==> config.mk <==
export PLATFORM = sky130hd
export DESIGN_NAME = pmm_top
export DESIGN_NICKNAME = d
export VERILOG_FILES = /design/src/pmm_pkg.sv /design/src/pmm_top.sv
export SDC_FILE = /design/constraint.sdc
export NUM_CORES = 1
export LEC_CHECK = 0
export ABC_AREA = 1
export BUFFER_PORTS_ARGS = -buffer_cell sky130_fd_sc_hd__clkbuf_2
export CAP_MARGIN = 25
export CORE_MARGIN = 2
export CORE_UTILIZATION = 40
export DETAILED_ROUTE_END_ITERATION = 10
export GPL_TIMING_DRIVEN = 0
export PLACE_DENSITY = 0.86
export SKIP_CTS_REPAIR_TIMING = 1
export SYNTH_ARGS = -nofsm -noshare
export SYNTH_HDL_FRONTEND = slang
export SYNTH_SLANG_ARGS = --single-unit
==> constraint.sdc <==
create_clock -name pclk -period 2.5 [get_ports pclk]
set_clock_uncertainty 0.2 [all_clocks]
set_input_delay 0.25 -clock pclk [delete_from_list [all_inputs] [get_ports pclk]]
set_output_delay 0.25 -clock pclk [all_outputs]
set_load 0.05 [all_outputs]
==> src/pmm_pkg.sv <==
/*
 Constants for the program memory map and identification block.
 Assumes a 40 MHz APB clock and a 32-bit APB data path.
*/
package pmm_pkg;
   // Register indices; the APB byte address is four times the index.
   localparam logic [15:0] REVISION_IDX = 16'h8005;
   localparam logic [15:0] PART_IDX = 16'h8006;
   localparam logic [15:0] CONFIG4_IDX = 16'h800a;
   localparam logic [15:0] CONFIGURATION_WORD_FIVE_IDX = 16'h800b;
   localparam logic [15:0] ERASE_IDX = 16'h8010;
   localparam logic [15:0] STATUS_IDX = 16'h8011;
   localparam int CP_BIT = 0;
   localparam int SAF_DIS_BIT = 4;
   localparam int BB_DIS_BIT = 3;
   localparam int BB_SIZE_LSB = 0;
   localparam int ERASE_BIT = 0;
   localparam logic [15:0] CONFIGURATION_WORD_FIVE_RST = 16'h0001;
   localparam logic [15:0] CONFIG4_RST = 16'h001f;
   localparam logic [1:0] PART_TOP = 2'b11;
   localparam logic [1:0] REV_TOP = 2'b10;
   localparam int PC_W = 15;
   localparam int WORD_W = 14;
   localparam logic [14:0] RESET_VEC = 15'h0000;
   localparam logic [14:0] IRQ_VEC = 15'h0004;
   localparam logic [14:0] LAST_SMALL = 15'h07ff;
   localparam logic [14:0] LAST_LARGE = 15'h0fff;
   localparam logic [14:0] SAF_SPAN = 15'h007f;
   localparam logic [14:0] BB_BASE_END = 15'h01ff;
   localparam int IND_PROG_BIT = 15;
   typedef enum logic [2:0] {
      PMM_BOOT = 3'b001,
      PMM_APP = 3'b010,
      PMM_SAF = 3'b100
   } pmm_region_t;
   typedef enum logic [1:0] {
      PMM_IDLE = 2'b01,
      PMM_EXTRA = 2'b10
   } pmm_ind_state_t;
endpackage

==> src/pmm_top.sv <==
/*
 Program memory map, code protection and identification words.
 Assumes the core drives the fetch and indirect requests synchronous to pclk,
 that program flash returns data in the same cycle as its address, and an APB master.
*/
// Implementation choice: register access over APB.
// What this block does
// - Configuration word five bit 0 at 1 disables code protection, 0 enables it.
// - Code protection acts at once; programmer writes this word last.
// - Protection, once enabled, clears only through bulk erase or presetn.
// - Part word reads 1 in bits 13:12 and the part code in 11:0.
// - Revision word reads 1 in bit 13, 0 in bit 12, major and minor.
// - Major field marks lettered silicon steps; minor marks steps within them.
// - Program counter is 15 bits wide over 32K words of 14 bits.
// - Addresses past implemented memory wrap into the implemented space.
// - Reset starts at 0000h and interrupts vector to 0004h.
// - Implemented memory is 2048 words to 07FFh or 4096 words to 0FFFh.
// - Pointer high byte bit 7 set makes indirect reads fetch program memory.
// - Indirect move from program memory loads only the low eight bits.
// - Indirect writes aimed at program memory leave it untouched.
// - Indirect program memory reads take one extra instruction cycle.
// - Flash splits into application, optional boot and storage blocks by settings.
// - Boot and storage both disabled gives all flash to the application.
// - Enabled boot block starts at zero with extent from size select.
// - Boot block disable bit is an active low enable: 1 disables, 0 enables.
// - Boot block never exceeds half the memory; larger selections clamp there.
// - Enabled storage area is the last 128 words; a fetch from it raises exec_violation.
`timescale 1ns/1ps
module pmm_top #(
   parameter bit LARGE_VARIANT = 1'b0,
   parameter logic [11:0] PART_CODE = 12'h5a5,
   parameter logic [5:0] MAJOR_REV = 6'h01,
   parameter logic [5:0] MINOR_REV = 6'h00
) (
   input wire logic pclk,
   input wire logic presetn,
   input wire logic psel,
   input wire logic penable,
   input wire logic pwrite,
   input wire logic [31:0] paddr,
   input wire logic [31:0] pwdata,
   output logic [31:0] prdata,
   output logic pready,
   output logic pslverr,
   input wire logic pc_load,
   input wire logic [pmm_pkg::PC_W-1:0] pc_load_addr,
   input wire logic pc_inc,
   input wire logic irq_take,
   output logic [pmm_pkg::PC_W-1:0] fetch_addr,
   output logic [2:0] fetch_region,
   output logic exec_violation,
   input wire logic [15:0] ind_ptr,
   input wire logic ind_rd,
   input wire logic ind_wr,
   output logic ind_is_prog,
   output logic ind_busy,
   output logic [7:0] ind_rdata,
   output logic ind_rvalid,
   output logic data_wr_en,
   output logic [pmm_pkg::PC_W-1:0] flash_addr,
   input wire logic [pmm_pkg::WORD_W-1:0] flash_rdata,
   input wire logic ext_rd,
   input wire logic [pmm_pkg::PC_W-1:0] ext_addr,
   output logic [pmm_pkg::WORD_W-1:0] ext_rdata,
   output logic code_protected
);
   import pmm_pkg::*;

   logic [15:0] configuration_word_five_q;
   logic [15:0] config4_q;
   logic [PC_W-1:0] pc_q;
   logic [PC_W-1:0] pc_d;
   logic [PC_W-1:0] last_addr;
   logic [PC_W-1:0] boot_end;
   logic [PC_W-1:0] saf_start;
   logic [PC_W-1:0] ind_addr_q;
   logic [31:0] prdata_q;
   logic [31:0] rd_mux;
   logic [WORD_W-1:0] ext_rdata_q;
   logic [7:0] ind_rdata_q;
   logic ind_rvalid_q;
   logic slverr_q;
   logic hit;
   logic wr_acc;
   logic setup;
   logic erase_req;
   logic boot_on;
   logic saf_on;
   pmm_ind_state_t ind_state_q;

   function automatic logic is_idx(input logic [31:0] a, input logic [15:0] idx);
      is_idx = (a == {14'h0000, idx, 2'b00});
   endfunction

   function automatic logic [PC_W-1:0] wrap(input logic [PC_W-1:0] a,
                                              input logic [PC_W-1:0] last);
      wrap = a & last;
   endfunction

   function automatic logic [2:0] classify(input logic [PC_W-1:0] a,
                                           input logic bb, input logic sf,
                                           input logic [PC_W-1:0] bend,
                                           input logic [PC_W-1:0] sstart);
      if (bb && a <= bend) begin
         classify = PMM_BOOT;
      end else if (sf && a >= sstart) begin
         classify = PMM_SAF;
      end else begin
         classify = PMM_APP;
      end
   endfunction

   // Size of the implemented space.
   always_comb begin
      if (LARGE_VARIANT) begin
         last_addr = LAST_LARGE;
      end else begin
         last_addr = LAST_SMALL;
      end
   end

   // Partition settings; the disables are active low enables.
   always_comb begin
      boot_on = ~config4_q[BB_DIS_BIT];
      saf_on = ~config4_q[SAF_DIS_BIT];
      saf_start = last_addr - SAF_SPAN;
   end

   // Boot end doubles per step down of the select and clamps at half memory.
   always_comb begin
      logic [PC_W-1:0] raw;
      raw = BB_BASE_END;
      case (config4_q[BB_SIZE_LSB +: 3])
         3'b111: raw = BB_BASE_END;
         3'b110: raw = {BB_BASE_END[PC_W-2:0], 1'b1};
         3'b101: raw = {BB_BASE_END[PC_W-3:0], 2'b11};
         3'b100: raw = {BB_BASE_END[PC_W-4:0], 3'b111};
         default: raw = {BB_BASE_END[PC_W-5:0], 4'hf};
      endcase
      boot_end = (raw > (last_addr >> 1)) ? (last_addr >> 1) : raw;
   end

   // Program counter with vectors and wrap-around.
   always_comb begin
      pc_d = pc_q;
      if (irq_take) begin
         pc_d = IRQ_VEC;
      end else if (pc_load) begin
         pc_d = pc_load_addr;
      end else if (pc_inc) begin
         pc_d = pc_q + 15'h0001;
      end
   end

   always_ff @(posedge pclk or negedge presetn) begin
      if (!presetn) begin
         pc_q <= RESET_VEC;
      end else begin
         pc_q <= pc_d;
      end
   end

   assign fetch_addr = wrap(pc_q, last_addr);
   assign fetch_region = classify(fetch_addr, boot_on, saf_on, boot_end, saf_start);
   assign exec_violation = (fetch_region == PMM_SAF);

   // Indirect access to program memory.
   assign ind_is_prog = ind_ptr[IND_PROG_BIT];
   assign data_wr_en = ind_wr & ~ind_is_prog;

   // A program read stalls the core for one extra cycle.
   always_comb begin
      ind_busy = 1'b0;
      if (ind_rd && ind_is_prog && ind_state_q == PMM_IDLE) begin
         ind_busy = 1'b1;
      end
   end

   // Flash sees the captured pointer during the extra cycle.
   always_comb begin
      if (ind_state_q == PMM_EXTRA) begin
         flash_addr = ind_addr_q;
      end else begin
         flash_addr = fetch_addr;
      end
   end

   always_ff @(posedge pclk or negedge presetn) begin
      if (!presetn) begin
         ind_addr_q <= RESET_VEC;
      end else if (ind_busy) begin
         ind_addr_q <= wrap(ind_ptr[PC_W-1:0], last_addr);
      end
   end

   always_ff @(posedge pclk or negedge presetn) begin
      if (!presetn) begin
         ind_state_q <= PMM_IDLE;
      end else begin
         case (ind_state_q)
            PMM_IDLE: begin
               if (ind_busy) begin
                  ind_state_q <= PMM_EXTRA;
               end
            end
            PMM_EXTRA: begin
               ind_state_q <= PMM_IDLE;
            end
            default: begin
               ind_state_q <= PMM_IDLE;
            end
         endcase
      end
   end

   always_ff @(posedge pclk or negedge presetn) begin
      if (!presetn) begin
         ind_rvalid_q <= 1'b0;
      end else begin
         ind_rvalid_q <= (ind_state_q == PMM_EXTRA);
      end
   end

   // Only the low byte of the 14-bit word reaches the core.
   always_ff @(posedge pclk or negedge presetn) begin
      if (!presetn) begin
         ind_rdata_q <= 8'h00;
      end else if (ind_state_q == PMM_EXTRA) begin
         ind_rdata_q <= flash_rdata[7:0];
      end
   end

   assign ind_rdata = ind_rdata_q;
   assign ind_rvalid = ind_rvalid_q;

   // Code protection on the outside read path.
   assign code_protected = ~configuration_word_five_q[CP_BIT];

   always_ff @(posedge pclk or negedge presetn) begin
      if (!presetn) begin
         ext_rdata_q <= 14'h0000;
      end else if (ext_rd) begin
         if (code_protected) begin
            ext_rdata_q <= 14'h0000;
         end else begin
            ext_rdata_q <= flash_rdata;
         end
      end
   end

   assign ext_rdata = ext_rdata_q;

   // APB slave; the answer comes in the first access cycle.
   always_comb begin
      setup = psel & ~penable;
      pready = psel & penable;
      pslverr = psel & penable & slverr_q;
   end

   // A write lands only in the access phase of a mapped address.
   always_comb begin
      wr_acc = psel & penable & pwrite & ~slverr_q;
      erase_req = wr_acc & is_idx(paddr, ERASE_IDX) & pwdata[ERASE_BIT];
   end

   assign prdata = prdata_q;

   always_comb begin
      hit = 1'b1;
      rd_mux = 32'h0000_0000;
      if (is_idx(paddr, REVISION_IDX)) begin
         rd_mux = {18'h00000, REV_TOP, MAJOR_REV, MINOR_REV};
      end else if (is_idx(paddr, PART_IDX)) begin
         rd_mux = {18'h00000, PART_TOP, PART_CODE};
      end else if (is_idx(paddr, CONFIG4_IDX)) begin
         rd_mux = {16'h0000, config4_q};
      end else if (is_idx(paddr, CONFIGURATION_WORD_FIVE_IDX)) begin
         rd_mux = {16'h0000, configuration_word_five_q};
      end else if (is_idx(paddr, STATUS_IDX)) begin
         rd_mux = {25'h0000000, saf_on, boot_on, code_protected,
                   exec_violation, fetch_region};
      end else if (!is_idx(paddr, ERASE_IDX)) begin
         hit = 1'b0;
      end
   end

   // Read data is captured in the setup cycle and stands until the next one.
   always_ff @(posedge pclk or negedge presetn) begin
      if (!presetn) begin
         prdata_q <= 32'h0000_0000;
      end else if (setup) begin
         if (pwrite) begin
            prdata_q <= 32'h0000_0000;
         end else begin
            prdata_q <= rd_mux;
         end
      end
   end

   // Unmapped addresses answer with an error and ignore writes.
   always_ff @(posedge pclk or negedge presetn) begin
      if (!presetn) begin
         slverr_q <= 1'b0;
      end else if (setup) begin
         slverr_q <= ~hit;
      end
   end

   // Configuration word five; a write can only set protection, erase clears it.
   always_ff @(posedge pclk or negedge presetn) begin
      if (!presetn) begin
         configuration_word_five_q <= CONFIGURATION_WORD_FIVE_RST;
      end else if (erase_req) begin
         configuration_word_five_q <= CONFIGURATION_WORD_FIVE_RST;
      end else if (wr_acc && is_idx(paddr, CONFIGURATION_WORD_FIVE_IDX)) begin
         configuration_word_five_q[CP_BIT] <= configuration_word_five_q[CP_BIT] & pwdata[CP_BIT];
      end
   end

   // Partition word; size is frozen once the boot block is enabled.
   always_ff @(posedge pclk or negedge presetn) begin
      if (!presetn) begin
         config4_q <= CONFIG4_RST;
      end else if (erase_req) begin
         config4_q <= CONFIG4_RST;
      end else if (wr_acc && is_idx(paddr, CONFIG4_IDX)) begin
         config4_q[SAF_DIS_BIT] <= pwdata[SAF_DIS_BIT];
         config4_q[BB_DIS_BIT] <= pwdata[BB_DIS_BIT] & config4_q[BB_DIS_BIT];
         if (config4_q[BB_DIS_BIT]) begin
            config4_q[BB_SIZE_LSB +: 3] <= pwdata[BB_SIZE_LSB +: 3];
         end
      end
   end
endmodule

==> summary.md <==
| Metric | Value |
|---|---|
| Status | complete, but fails checks |
| Failing checks | negative hold slack, negative setup slack |
| Synthesis-to-layout area growth | 44.1% |
| Post-synth EDFFs | 0 |
| Post-route minimum period | 2.58 ns |
| Peak supply drop | 0.298 mV |
| Setup-failing EPs final | 4 |
| Avg WL per Cell | 12.5 microns |
| CP arrival | 2.13 ns |
| Nets | 880 |
| Power Density | 544 nW/um^2 |
| N_diodes | 0 |
| Yosys reg bits | 63 |
| Sequential share of the synthesized area | 42.4% |
| Min-Delay Path Depth | 5 |
| Slew Limit Fails | 0 |
| Netlist cell types | 36 |
| Clock share of power | 30.7% |
| FP Rows | 35 |
| Leak | 2.97 nW |
| CTS Buffer Depth | 2 |
| Vias | 3988 |
| Startpoint Class | flop |
| Syn. warnings | 0 |
| Final setup margin | -0.0816 ns |
| Worst hold start | pwdata[2] |
| Max-Cap Viols | 0 |
| Seq pwr share | 40.2% |
| CTS sink count | 63 |
| Crit. End Element | output port |
| GRT met2 Usage | 31.7% |
| Number of port buffers | 150 |
| Largest net degree at the start of global routing | 64 |
| NetSw | 0.00112 W |
| Most used DFF post-synth | dfrtp_1 |
| Ys async rst share | 100% |
| Drt initial violations | 173 |
| Routed vias/inst | 4.65 |
| Crit-path max FO | 3 |
| Worst skew pair latency | 0.34 ns |
| Final WL | 10.7 mm |
| Full die area | 10100 sq um |
| Dpl hpwl | 7.57 mm |
| Required @ worst endpoint | 2.05 ns |
| Worst Hold Class | input pin to flop |
| Critical R2R Launch | pc_q[1]$_DFFE_PN0P_ |
| Synth top cells by count | 150 x nand2_1, 56 x dfrtp_1, 56 x inv_1, 55 x nor2_1, 41 x o21ai_0 |
| Initial antenna violation count | 0 |
| Layout cells sized above 1 | 33.1% |
| Clk slew on worst S/H paths | 0.07 ns |
| Tcrit/Tclk final | 103% |
| M3 GR Usage | 4.79% |
| Top cell type's share of synthesized area | 37.4% |
| Cell Area, Synth | 3740 sq um |
| Most common cell in the synthesized netlist | nand2_1 |
| DRC | 0 |
| # H-tree levels | 3 |
| Inst Count DP | 805 |
| CP Class | flop to output port |
| Clock Tree Root | clkbuf_8 |
| Die Y | 101 microns |
| TritonCTS clock tree | yes |
| Total CTS buffers | 9 |
| TritonRoute pass-1 iters | 5 |
| Switching Share | 38.0% |
| Final hold violation count | 1 |
| Cell Int Power | 0.00182 W |
| Combinational power share | 29.1% |
| Hold path endpoint | config4_q[2]$_DFFE_PN1P_ |
| Die Wd | 101 microns |
| M1 GR Usage | 24.9% |
| Starting Density | 40.9% |
| GRT Util Overall | 19.4% |
| Register-to-register setup slack | 0.43 ns |
| FF-to-FF End | prdata[2]$_DFFE_PN0P_ |
| Peak Freq | 387 MHz |
| First-pass GRT wire length | 15.8 mm |
| I/O pins | 230 |
| Grt peak-use layer | met2 |
| Antenna Nets Post-Route | 0 |
| Post-Synthesis Cells | 517 |
| Placer Congestion | 0.891 |
| Mean post-synth cell area | 7.24 sq um |
| Global route total overflow | 0 |
| Relative slew slack | 42.8% |
| Vias in the first global route | 3520 |
| RSZ-0062 raised after global routing | true |
| Worst reg-to-reg path cell count | 11 |
| Core area | 9150 sq um |
| Area contributors post-synth | dfrtp_1 37%, nand2_1 15%, buf_4 6.6% |
| Worst hold margin | -0.00138 ns |
| Final std cells w/o fill | 857 |
| Worst-Margin Slew | 0.858 ns |
| Area leader, netlist | dfrtp_1 |
==> state kept, by name, summed over array words and instances, names as in the netlist <==
signal	flops
config4_q	5
configuration_word_five_q	1
ext_rdata	14
ind_addr_q	11
ind_rdata	8
ind_rvalid	1
ind_state_q	2
pc_q	11
prdata	9
slverr_q	1
==> area by class of cell <==
class                      count  area, sq um
tap                          111          139
timing repair buffer         186         1140
sequential                    63         1590
clock inverter                 7         72.6
clock buffer                   9          124
multi-input combinational    376         1800
fill                         817         3760
inverter                      59          225
buffer                        46          304
==> layout by cell type, fill, tap and decap left out, types with 2 or more instances in the layout <==
master and n:
dfrtp_1 53, a21oi_1 7, nand3_1 38, buf_6 3, xor2_1 3, nor2_1 52, ha_4 2, clkbuf_4 3
o21ai_0 31, nand2_4 4, nor3_1 7, ha_1 2, nand4_1 3, dfstp_2 7, buf_4 36, clkbuf_8 9
o21ai_2 2, buf_2 2, nand2_1 146, inv_2 2, nand2_2 7, o22ai_1 6, clkinv_2 2, conb_1 29
clkbuf_2 144, dfrtp_2 3, dlygate4sd3_1 33, clkinvlp_4 3, nor2_4 5, nor2_2 5, o211ai_1 2, o21ai_1 14
inv_1 55, clkbuf_1 10
==> layer usage <==
layer	routed length (microns)	part of all wire, %
met5	0	0
met4	88	0.82
met3	773	7.2
met2	5570	52
met1	4310	40
==> critical path, cell delays in order (launching register included) <==
cell and delay (ns):
dfstp_2 0.55, and3_4 0.20, ha_4 0.12, nand2_2 0.04, nor2_2 0.11, nand3_1 0.08
nand2_1 0.07, nand2_2 0.08, nand2_4 0.09, clkinvlp_4 0.12, nor2_4 0.11, buf_6 0.11
buf_8 0.13
==> power by group through the flow <==
stage	sequential [W]	combinational, W	clock, W
2_1_floorplan	0.00138	0.000382	0
3_3_place_gp	0.00119	0.000785	0
3_5_place_dp	0.00120	0.000793	0
4_1_cts	0.00118	0.000796	0.000923
5_1_grt	0.00119	0.000916	0.000967
6_report	0.00118	0.000854	0.000901
==> cells by family (layout without fill, tap and decap cells) <==
logic type,after synthesis,after routing,synth area share [%]
XOR/XNOR,3,3,0.702
adder cells (fa/ha/maj),4,4,1.34
other,2,29,0.201
AND/OR/NAND/NOR,275,275,32.1
flip-flops,63,63,42.4
buffers and inverters,105,307,13.9
AO/OA/AOI/OAI,65,65,9.46
==> through the flow <==
step	util [%]	power (W)	TNS, ns	area (sq um)	worst slack (ns)
2_1_floorplan	-	0.00176	-0.133	3900	-0.115
3_5_place_dp	52.3	0.00199	0	4790	0.0474
4_1_cts	54.5	0.00290	-0.981	4990	-0.335
6_report	58.9	0.00294	-0.230	5390	-0.0816
5_1_grt	58.9	0.00307	-0.797	5390	-0.214
3_3_place_gp	52.3	0.00198	0	4790	0.0543
==> how the worst max path moves through the flow <==
stage	end	startpoint	depth (start not counted)	slack [ns]
finish	fetch_region[2]	config4_q[0]$_DFFE_PN1P_	12	-0.08
CTS	fetch_region[2]	config4_q[2]$_DFFE_PN1P_	12	-0.34
floorplan	fetch_region[2]	pc_q[9]$_DFFE_PN0P_	10	-0.11
global placement	fetch_region[2]	config4_q[0]$_DFFE_PN1P_	12	0.05
global route	fetch_region[2]	config4_q[1]$_DFFE_PN1P_	12	-0.21
detailed placement	fetch_region[2]	config4_q[2]$_DFFE_PN1P_	12	0.05
Power figures use the tool's default switching activity.
